==> src/include/pmc_pkg.sv <==
// Constants and types shared by the power-management event and pin logic
package pmc_pkg;

  // ----------------------------------------------------------------
  // Widths
  // ----------------------------------------------------------------
  localparam int PMC_EVT_W = 7;
  localparam int PMC_EXT_W = 3;
  localparam int PMC_GPIO_W = 6;
  localparam int PMC_BYTE_W = 8;
  localparam int PMC_PWR_W = 16;
  localparam int PMC_SYNC_STAGES = 2;

  // ----------------------------------------------------------------
  // Event vector and status bit positions
  // ----------------------------------------------------------------
  localparam int PMC_EV_BATTERY = 0;
  localparam int PMC_EV_EXT0 = 1;
  localparam int PMC_EV_BUTTON = 4;
  localparam int PMC_EV_MAINS = 5;
  localparam int PMC_EV_BREAK = 6;

  // ----------------------------------------------------------------
  // Pin mode field codes and power bit positions
  // ----------------------------------------------------------------
  localparam logic [1:0] PMC_MODE_A_SELECT = 2'h2;
  localparam logic [1:0] PMC_MODE_B_DOZE = 2'h2;
  localparam logic [1:0] PMC_MODE_B_SELECT = 2'h3;
  localparam int PMC_PWR_BIT_A = 0;
  localparam int PMC_PWR_BIT_B = 1;
  localparam int PMC_LOW_BYTE_LSB = 0;
  localparam int PMC_HIGH_BYTE_LSB = 8;

  // ----------------------------------------------------------------
  // Reset values
  // ----------------------------------------------------------------
  localparam logic [PMC_EVT_W-1:0] PMC_EVT_RST = 7'h00;
  localparam logic [PMC_BYTE_W-1:0] PMC_BYTE_RST = 8'h00;
  localparam logic [PMC_GPIO_W-1:0] PMC_GPIO_RST = 6'h00;
  localparam logic [PMC_GPIO_W-1:0] PMC_GPIO_OE_RST = 6'h3f;

  // Latch strobe sequencer
  typedef enum logic [2:0] {
    PMC_ST_IDLE = 3'b001,
    PMC_ST_LOW = 3'b010,
    PMC_ST_HIGH = 3'b100
  } pmc_latch_e;

endpackage

==> src/pmc_event_pins.sv <==
// Power-management event capture, interrupt and multiplexed control pins
module pmc_event_pins
  import pmc_pkg::*;
(
  input wire logic i_clk,
  input wire logic i_sys_rst,
  input wire logic i_clk_en,
  input wire logic i_battery_weak_in_n,
  input wire logic [PMC_EXT_W-1:0] i_external_event_in_n,
  input wire logic [PMC_EXT_W-1:0] i_ext_rise_sel,
  input wire logic i_sleep_wake_button_n,
  input wire logic i_mains_present_in,
  input wire logic i_external_break_event_n,
  input wire logic [PMC_EVT_W-1:0] i_event_clear,
  output logic [PMC_EVT_W-1:0] o_event_status,
  output logic o_sys_mgmt_irq_n,
  input wire logic i_clock_halt_req,
  output logic o_cpu_clock_halt_req_n,
  input wire logic i_suspend_active,
  output logic o_sleep_state_out_n,
  input wire logic i_doze_active,
  input wire logic [1:0] i_pin_a_mode,
  input wire logic [1:0] i_pin_b_mode,
  input wire logic i_select_a_hit,
  input wire logic i_select_b_hit,
  input wire logic i_low_latch_en,
  input wire logic i_high_latch_en,
  input wire logic [PMC_PWR_W-1:0] i_power_ctl,
  input wire logic i_power_load,
  output logic o_latch_busy,
  output logic [PMC_BYTE_W-1:0] o_latch_data,
  output logic o_power_ctl_out_a,
  output logic o_power_ctl_out_b,
  input wire logic [PMC_GPIO_W-1:0] i_gpio_dir_out,
  input wire logic [PMC_GPIO_W-1:0] i_gpio_out_value,
  input wire logic [PMC_GPIO_W-1:0] i_gpio_pin_in,
  output logic [PMC_GPIO_W-1:0] o_gpio_pin_out,
  output logic [PMC_GPIO_W-1:0] o_gpio_pin_oe_n,
  output logic [PMC_GPIO_W-1:0] o_gpio_in_value
);

  // ----------------------------------------------------------------
  // State
  // ----------------------------------------------------------------
  typedef struct packed {
    logic [1:0] fill;
    logic [PMC_EVT_W-1:0] prev;
    logic [PMC_EVT_W-1:0] status;
    logic irq_n;
    logic halt_n;
    logic sleep_state_out_n_n;
    pmc_latch_e fsm;
    logic [PMC_BYTE_W-1:0] latch_data;
    logic pin_a;
    logic pin_b;
    logic [PMC_GPIO_W-1:0] gpio_out;
    logic [PMC_GPIO_W-1:0] gpio_oe_n;
    logic [PMC_GPIO_W-1:0] gpio_in;
  } pmc_state_s;

  localparam pmc_state_s PMC_STATE_RST = '{
    fill: 2'h0,
    prev: PMC_EVT_RST,
    status: PMC_EVT_RST,
    irq_n: 1'b1,
    halt_n: 1'b1,
    sleep_state_out_n_n: 1'b1,
    fsm: PMC_ST_IDLE,
    latch_data: PMC_BYTE_RST,
    pin_a: 1'b1,
    pin_b: 1'b1,
    gpio_out: PMC_GPIO_RST,
    gpio_oe_n: PMC_GPIO_OE_RST,
    gpio_in: PMC_GPIO_RST
  };

  localparam logic [1:0] PMC_FILL_DONE = 2'(PMC_SYNC_STAGES + 1); // Sync fill plus prev load
  pmc_state_s st_reg;
  pmc_state_s st_next;
  logic [PMC_EVT_W-1:0] raw_vec;
  logic [PMC_EVT_W-1:0] sync_vec;
  logic [PMC_EVT_W-1:0] hit_vec;

  // Edge test; rise selects rising, else falling
  function automatic logic edge_hit(input logic prev, input logic cur, input logic rise);
    edge_hit = rise ? (!prev && cur) : (prev && !cur);
  endfunction

  // ----------------------------------------------------------------
  // Input synchronisation
  // ----------------------------------------------------------------
  // Event pins arrive from off-board switches and monitors
  assign raw_vec = {i_external_break_event_n, i_mains_present_in, i_sleep_wake_button_n,
                    i_external_event_in_n, i_battery_weak_in_n};

  pmc_sync #(
    .W(PMC_EVT_W)
  ) u_sync (
    .i_clk(i_clk),
    .i_sys_rst(i_sys_rst),
    .i_clk_en(i_clk_en),
    .i_async(raw_vec),
    .o_sync(sync_vec)
  );

  // ----------------------------------------------------------------
  // Event detection
  // ----------------------------------------------------------------
  // Sync resets low while idle pins sit high; wait until sync and prev hold real levels
  always_comb begin
    hit_vec = '0;
    if (st_reg.fill == PMC_FILL_DONE) begin
      hit_vec[PMC_EV_BATTERY] = sync_vec[PMC_EV_BATTERY] ^ st_reg.prev[PMC_EV_BATTERY];
      for (int i = 0; i < PMC_EXT_W; i++) begin
        hit_vec[PMC_EV_EXT0+i] = edge_hit(st_reg.prev[PMC_EV_EXT0+i], sync_vec[PMC_EV_EXT0+i],
                                          i_ext_rise_sel[i]);
      end
      hit_vec[PMC_EV_BUTTON] = edge_hit(st_reg.prev[PMC_EV_BUTTON], sync_vec[PMC_EV_BUTTON],
                                        1'b1);
      hit_vec[PMC_EV_MAINS] = sync_vec[PMC_EV_MAINS] ^ st_reg.prev[PMC_EV_MAINS];
      hit_vec[PMC_EV_BREAK] = edge_hit(st_reg.prev[PMC_EV_BREAK], sync_vec[PMC_EV_BREAK],
                                       1'b1);
    end
  end

  // ----------------------------------------------------------------
  // Next-state logic
  // ----------------------------------------------------------------
  always_comb begin
    st_next = st_reg;
    st_next.fill = (st_reg.fill == PMC_FILL_DONE) ? st_reg.fill : st_reg.fill + 2'h1;
    st_next.prev = sync_vec;
    // A new event wins over a clear in the same cycle
    st_next.status = (st_reg.status & ~i_event_clear) | hit_vec;
    st_next.irq_n = ~(|st_next.status);
    st_next.halt_n = ~i_clock_halt_req;
    st_next.sleep_state_out_n_n = ~i_suspend_active;

    // Latch strobe sequencer: low byte first, then high byte
    unique case (st_reg.fsm)
      PMC_ST_IDLE: begin
        if (i_power_load && i_low_latch_en) begin
          st_next.fsm = PMC_ST_LOW;
          st_next.latch_data = i_power_ctl[PMC_LOW_BYTE_LSB +: PMC_BYTE_W];
        end else if (i_power_load && i_high_latch_en) begin
          st_next.fsm = PMC_ST_HIGH;
          st_next.latch_data = i_power_ctl[PMC_HIGH_BYTE_LSB +: PMC_BYTE_W];
        end
      end
      PMC_ST_LOW: begin
        if (i_high_latch_en) begin
          st_next.fsm = PMC_ST_HIGH;
          st_next.latch_data = i_power_ctl[PMC_HIGH_BYTE_LSB +: PMC_BYTE_W];
        end else begin
          st_next.fsm = PMC_ST_IDLE;
        end
      end
      PMC_ST_HIGH: begin
        st_next.fsm = PMC_ST_IDLE;
      end
      default: begin
        st_next.fsm = PMC_ST_IDLE;
      end
    endcase

    // Pin A: chip select over latch strobe over plain power bit
    if (i_pin_a_mode == PMC_MODE_A_SELECT) begin
      st_next.pin_a = ~i_select_a_hit;
    end else if (i_low_latch_en) begin
      st_next.pin_a = (st_next.fsm != PMC_ST_LOW);
    end else begin
      st_next.pin_a = i_power_ctl[PMC_PWR_BIT_A];
    end

    // Pin B: chip select, doze, strobe, then plain power bit
    if (i_pin_b_mode == PMC_MODE_B_SELECT) begin
      st_next.pin_b = ~i_select_b_hit;
    end else if (i_pin_b_mode == PMC_MODE_B_DOZE) begin
      st_next.pin_b = ~i_doze_active;
    end else if (i_high_latch_en) begin
      st_next.pin_b = (st_next.fsm != PMC_ST_HIGH);
    end else begin
      st_next.pin_b = i_power_ctl[PMC_PWR_BIT_B];
    end

    // General purpose pins; inputs are sampled on every pin
    st_next.gpio_out = i_gpio_out_value;
    st_next.gpio_oe_n = ~i_gpio_dir_out;
    st_next.gpio_in = i_gpio_pin_in;
  end

  // ----------------------------------------------------------------
  // State register
  // ----------------------------------------------------------------
  always_ff @(posedge i_clk) begin
    if (i_sys_rst) begin
      st_reg <= PMC_STATE_RST;
    end else if (i_clk_en) begin
      st_reg <= st_next;
    end
  end

  // Outputs
  assign o_event_status = st_reg.status;
  assign o_sys_mgmt_irq_n = st_reg.irq_n;
  assign o_cpu_clock_halt_req_n = st_reg.halt_n;
  assign o_sleep_state_out_n = st_reg.sleep_state_out_n_n;
  assign o_latch_busy = (st_reg.fsm != PMC_ST_IDLE);
  assign o_latch_data = st_reg.latch_data;
  assign o_power_ctl_out_a = st_reg.pin_a;
  assign o_power_ctl_out_b = st_reg.pin_b;
  assign o_gpio_pin_out = st_reg.gpio_out;
  assign o_gpio_pin_oe_n = st_reg.gpio_oe_n;
  assign o_gpio_in_value = st_reg.gpio_in;

  // ----------------------------------------------------------------
  // Assertions
  // ----------------------------------------------------------------
  property p_irq_follows_status;
    @(posedge i_clk) disable iff (i_sys_rst)
    (o_event_status != '0) == !o_sys_mgmt_irq_n;
  endproperty
  a_irq_follows_status: assert property (p_irq_follows_status)
    else $error("interrupt pin disagrees with status");

  property p_battery_sets;
    @(posedge i_clk) disable iff (i_sys_rst)
    (i_clk_en && hit_vec[PMC_EV_BATTERY]) |=> o_event_status[PMC_EV_BATTERY];
  endproperty
  a_battery_sets: assert property (p_battery_sets)
    else $error("battery change not flagged");

  property p_ext_sets;
    @(posedge i_clk) disable iff (i_sys_rst)
    (i_clk_en && st_reg.fill == PMC_FILL_DONE && st_reg.prev[PMC_EV_EXT0] && !sync_vec[PMC_EV_EXT0]
     && !i_ext_rise_sel[0]) |=> o_event_status[PMC_EV_EXT0];
  endproperty
  a_ext_sets: assert property (p_ext_sets)
    else $error("falling external event not flagged");

  property p_button_no_fall;
    @(posedge i_clk) disable iff (i_sys_rst)
    (i_clk_en && !o_event_status[PMC_EV_BUTTON] && st_reg.prev[PMC_EV_BUTTON]
     && !sync_vec[PMC_EV_BUTTON]) |=> !o_event_status[PMC_EV_BUTTON];
  endproperty
  a_button_no_fall: assert property (p_button_no_fall)
    else $error("button falling edge raised event");

  property p_status_sticky;
    @(posedge i_clk) disable iff (i_sys_rst)
    (i_clk_en && o_event_status[PMC_EV_MAINS] && !i_event_clear[PMC_EV_MAINS])
      |=> o_event_status[PMC_EV_MAINS];
  endproperty
  a_status_sticky: assert property (p_status_sticky)
    else $error("status flag lost without clear");

  property p_set_beats_clear;
    @(posedge i_clk) disable iff (i_sys_rst)
    (i_clk_en && hit_vec[PMC_EV_BREAK] && i_event_clear[PMC_EV_BREAK])
      |=> o_event_status[PMC_EV_BREAK];
  endproperty
  a_set_beats_clear: assert property (p_set_beats_clear)
    else $error("clear beat a new break event");

  property p_halt_follows;
    @(posedge i_clk) disable iff (i_sys_rst)
    i_clk_en |=> (o_cpu_clock_halt_req_n == !$past(i_clock_halt_req));
  endproperty
  a_halt_follows: assert property (p_halt_follows)
    else $error("clock halt request wrong");

  property p_sleep_state_out_n_follows;
    @(posedge i_clk) disable iff (i_sys_rst)
    i_clk_en |=> (o_sleep_state_out_n == !$past(i_suspend_active));
  endproperty
  a_sleep_state_out_n_follows: assert property (p_sleep_state_out_n_follows)
    else $error("suspend output wrong");

  property p_low_then_high;
    @(posedge i_clk) disable iff (i_sys_rst)
    (i_clk_en && st_reg.fsm == PMC_ST_LOW && i_high_latch_en) |=> st_reg.fsm == PMC_ST_HIGH;
  endproperty
  a_low_then_high: assert property (p_low_then_high)
    else $error("high strobe did not follow low");

  property p_doze_pin;
    @(posedge i_clk) disable iff (i_sys_rst)
    (i_clk_en && i_pin_b_mode == PMC_MODE_B_DOZE) |=> (o_power_ctl_out_b == !$past(i_doze_active));
  endproperty
  a_doze_pin: assert property (p_doze_pin)
    else $error("doze indicator wrong");

  property p_select_a;
    @(posedge i_clk) disable iff (i_sys_rst)
    (i_clk_en && i_pin_a_mode == PMC_MODE_A_SELECT) |=> (o_power_ctl_out_a == !$past(i_select_a_hit));
  endproperty
  a_select_a: assert property (p_select_a)
    else $error("chip select A wrong");

  property p_gpio_dir;
    @(posedge i_clk) disable iff (i_sys_rst)
    i_clk_en |=> (o_gpio_pin_oe_n == ~$past(i_gpio_dir_out));
  endproperty
  a_gpio_dir: assert property (p_gpio_dir)
    else $error("gpio direction wrong");

  c_battery_irq: cover property (@(posedge i_clk) disable iff (i_sys_rst)
    hit_vec[PMC_EV_BATTERY] ##1 !o_sys_mgmt_irq_n);
  c_two_strobes: cover property (@(posedge i_clk) disable iff (i_sys_rst)
    st_reg.fsm == PMC_ST_LOW ##1 st_reg.fsm == PMC_ST_HIGH);
  c_clear_irq: cover property (@(posedge i_clk) disable iff (i_sys_rst)
    !o_sys_mgmt_irq_n ##1 o_sys_mgmt_irq_n);
  c_ext_rise: cover property (@(posedge i_clk) disable iff (i_sys_rst)
    hit_vec[PMC_EV_EXT0] && i_ext_rise_sel[0]);

endmodule

==> src/pmc_sync.sv <==
// Two-stage synchroniser for a bus of independent level inputs
module pmc_sync
  import pmc_pkg::*;
#(
  parameter int W = PMC_EVT_W
) (
  input wire logic i_clk,
  input wire logic i_sys_rst,
  input wire logic i_clk_en,
  input wire logic [W-1:0] i_async,
  output logic [W-1:0] o_sync
);

  typedef struct packed {
    logic [W-1:0] meta;
    logic [W-1:0] stable;
  } pmc_sync_s;

  pmc_sync_s st_reg;
  pmc_sync_s st_next;

  // ----------------------------------------------------------------
  // Stages
  // ----------------------------------------------------------------
  // First stage feeds only the second; nothing else looks at it
  always_comb begin
    st_next = st_reg;
    st_next.meta = i_async;
    st_next.stable = st_reg.meta;
  end

  always_ff @(posedge i_clk) begin
    if (i_sys_rst) begin
      st_reg <= '0;
    end else if (i_clk_en) begin
      st_reg <= st_next;
    end
  end

  assign o_sync = st_reg.stable;

endmodule

==> config.mk <==
export PLATFORM = sky130hd
export DESIGN_NAME = pmc_event_pins
export DESIGN_NICKNAME = d
export VERILOG_FILES = /design/src/include/pmc_pkg.sv /design/src/pmc_event_pins.sv /design/src/pmc_sync.sv
export SDC_FILE = /design/constraint.sdc
export NUM_CORES = 1
export LEC_CHECK = 0
export ABC_AREA = 1
export CORE_MARGIN = 5
export CORE_UTILIZATION = 65
export CTS_CLUSTER_DIAMETER = 120
export DETAILED_ROUTE_END_ITERATION = 12
export DONT_BUFFER_PORTS = 1
export GPL_ROUTABILITY_DRIVEN = 0
export HOLD_SLACK_MARGIN = 0.05
export PLACE_DENSITY = 0.81
export SLEW_MARGIN = 0
export SYNTH_ARGS = -nofsm -noshare
export SYNTH_HDL_FRONTEND = slang
export SYNTH_SLANG_ARGS = --single-unit
export TNS_END_PERCENT = 10
==> constraint.sdc <==
create_clock -name i_clk -period 1.8 [get_ports i_clk]
set_input_delay 0.36 -clock i_clk [delete_from_list [all_inputs] [get_ports i_clk]]
set_output_delay 0.36 -clock i_clk [all_outputs]
set_load 0.02 [all_outputs]
==> flow_summary_export.csv <==
group,metric,value,unit
sta,hold_violations,0,
detailed_routing,ant_nets,0,
global_route,grt_pass1_wl,9710,microns
logic_synthesis,ys_seq_area_frac,0.439,
global_route,grt_start_max_net_pins,51,
power_and_ir_drop,seqPwrFrac,0.533,
layout,multi_input_area,1160,sq um
setup_path,endpoint_kind,"flop",
flow_run,cap_violations,0,
floorplan,dieArea,5930,sq um
setup_path,critPathKind,"flop to flop",
layout,area_growth,-1.71,%
min_path,hold_class,"input pin to flop",
clock_network,clk_latency,0.33,ns
placed_design,dp.cells,403,
clock_network,clkSlewWorstSetupHoldPaths,0.07,ns
clock_network,cts_max_level,3,
clock_network,cts_setup_buffers,0,
power_and_ir_drop,internal-power,2250,uW
layout,largest_register_ffs,12,
power_and_ir_drop,swShare,0.271,
setup_path,critPathRequiredTime,2.03,ns
power_and_ir_drop,switching_power,835,uW
sta,final.setup_skew,0.00549,ns
layout,fillCellCount,401,
detailed_routing,routedWlPerCell,13.7,microns
floorplan,core-area,4350,sq um
sta,slew_violations,0,
detailed_routing,firstDrtPassIters,4,
setup_path,worst_setup_path_start_kind,"flop",
logic_synthesis,synth.area.top_cells,"dfxtp_1, o21ai_0, buf_4, nor2_1, a21oi_1",
logic_synthesis,synth_top_area_frac,0.439,
layout,antenna_cells,0,
clock_network,cts_resized,0,
run_status,status,"completed",
logic_synthesis,synth_top_area_cell,"dfxtp_1",
global_route,grt_pass1_vias,2246,
power_and_ir_drop,pwr-share-comb,0.086,
sta,fin_ws,0.444,ns
detailed_routing,drt_wl_total,5720,microns
layout,regArea,1280,sq um
power_and_ir_drop,power_frac_clock,0.381,
logic_synthesis,ys_types,28,
sta,rsz0062_at_grt,"no",
sta,whs,0.101,ns
global_route,overflow,0,
power_and_ir_drop,power_density,1080,nW/um^2
detailed_routing,met1_length,2480,microns
sta,fin_crit_sh,0.753,
sta,max-slew-margin-rel,0.647,
layout,fin_area,2870,sq um
placed_design,dp_hpwl,3980,microns
logic_synthesis,yosys_warnings,0,
layout,fin_nets,429,
detailed_routing,vias,2270,
global_route,antenna_found_initial,0,
floorplan,ioPinCount,105,
floorplan,die_h,77.0,microns
global_route,grt_util_all_layers,0.199,
detailed_routing,top_layer,"met4",
clock_network,cts-root-buf,"clkbuf_8",
setup_path,arrival,1.59,ns
placed_design,io_buffers,0,
clock_network,clock-sinks,64,
detailed_routing,wl_met2,2680,microns
logic_synthesis,synth_fp_nets,466,
clock_network,cts_tree,"done",
detailed_routing,first_iter_violations,185,
sta,worst_slew_pin_slew,0.529,ns
floorplan,initial_core_util,0.670,
placed_design,dp_worst_setup_slack,0.450,ns
clock_network,ctsHoldBuffers,0,
clock_network,cts_inserted_buffers,9,
floorplan,rows,24,
logic_synthesis,postSynthCellCount,399,
setup_path,worst-path-max-fanout,9,
layout,instances_no_fill,419,
layout,final_cell_mix,"nor2_1, dfxtp_1, o21ai_0",
logic_synthesis,netlist_area,2920,sq um
detailed_routing,vias_per_cell,5.42,
floorplan,die_width,77.0,microns
power_and_ir_drop,total_leakage_power,0.00129,uW
logic_synthesis,ys_ff_latch,64,
sta,setup_violations,0,
detailed_routing,drc,0,
sta,period_minus_slack,1.36,ns
detailed_routing,wl_met3,444,microns
layout,drive_above_1_share,0.0817,
clock_network,clockBufferDepth,2,
power_and_ir_drop,peakVddDrop,0.000798,V
placed_design,dpl_cell_area,2680,sq um
logic_synthesis,synth.avg_cell_area,7.32,sq um
sta,fmax,738,MHz
sta,setup_tns,0,ns
## synthesized netlist by cell type, drive strengths merged
master / n
o21ai: 69
dfxtp: 64
nor2: 64
buf: 45
nand2: 42
inv: 38
a21oi: 37
nand3: 20
clkbuf: 7
or2: 4
a211oi: 1
clkinv: 1
ha: 1
nand3b: 1
nand4: 1
o211a: 1
o211ai: 1
o21bai: 1
o22ai: 1
## path summary, 6_finish.rpt
kind	start	endpoint	slack, ns	cells after the start
hold reg to reg	u_sync.o_sync[6]$_SDFFE_PP0P_	u_sync.o_sync[6]$_SDFFE_PP0P_	0.47	2
setup / recovery	st_reg[29]$_SDFFE_PP0P_	o_latch_data[4]$_SDFFE_PP0P_	0.44	6
setup reg to reg	st_reg[29]$_SDFFE_PP0P_	o_latch_data[4]$_SDFFE_PP0P_	0.44	6
hold / removal	i_sys_rst	st_reg[29]$_SDFFE_PP0P_	0.10	1
## cell type report
type,count,share of cell area
clock buffers,10,0.0445
clock inverters,6,0.0209
inverters,39,0.0510
multi-input cells,244,0.404
flip-flops and latches,64,0.447
well taps,52,0.0227
repair buffers,4,0.0105
## worst max-delay path, stage by stage, from the launching register on
cell and delay, ns:
dfxtp_1 0.34, clkinv_1 0.09, nand3_4 0.13, o21ai_4 0.32, nand2_4 0.14, o21ai_1 0.18
nor2_1 0.05
## per-stage QoR
stage                util  total power, uW
floorplan               -             1970
global placement    0.616             1930
detailed placement  0.616             1950
CTS                 0.659             3110
global route        0.659             3250
finish              0.659             3090
## power by group through the flow
| stage | clock network, uW | registers, uW | logic (uW) |
|---|---|---|---|
| global placement | 0 | 1680 | 257 |
| detailed placement | 0 | 1680 | 267 |
| floorplan | 0 | 1590 | 376 |
| global route | 1280 | 1660 | 315 |
| CTS | 1200 | 1650 | 269 |
| finish | 1170 | 1640 | 266 |
## per-layer routing
| layer | vias to the layer above | track usage |
|---|---|---|
| li1 | 1190 | - |
| met5 | - | 0 |
| met1 | 1001 | 0.231 |
| met4 | 0 | 0.0876 |
| met3 | 11 | 0.0749 |
| met2 | 68 | 0.323 |
## logic make-up after synthesis
| logic type | synth area share |
|---|---|
| AOI/OAI and AO/OA | 0.200 |
| adders and majority gates | 0.00429 |
| buffers and inverters | 0.164 |
| DFF | 0.439 |
| and+or+nand+nor | 0.192 |
No activity file was read; power rests on OpenSTA's default activity.
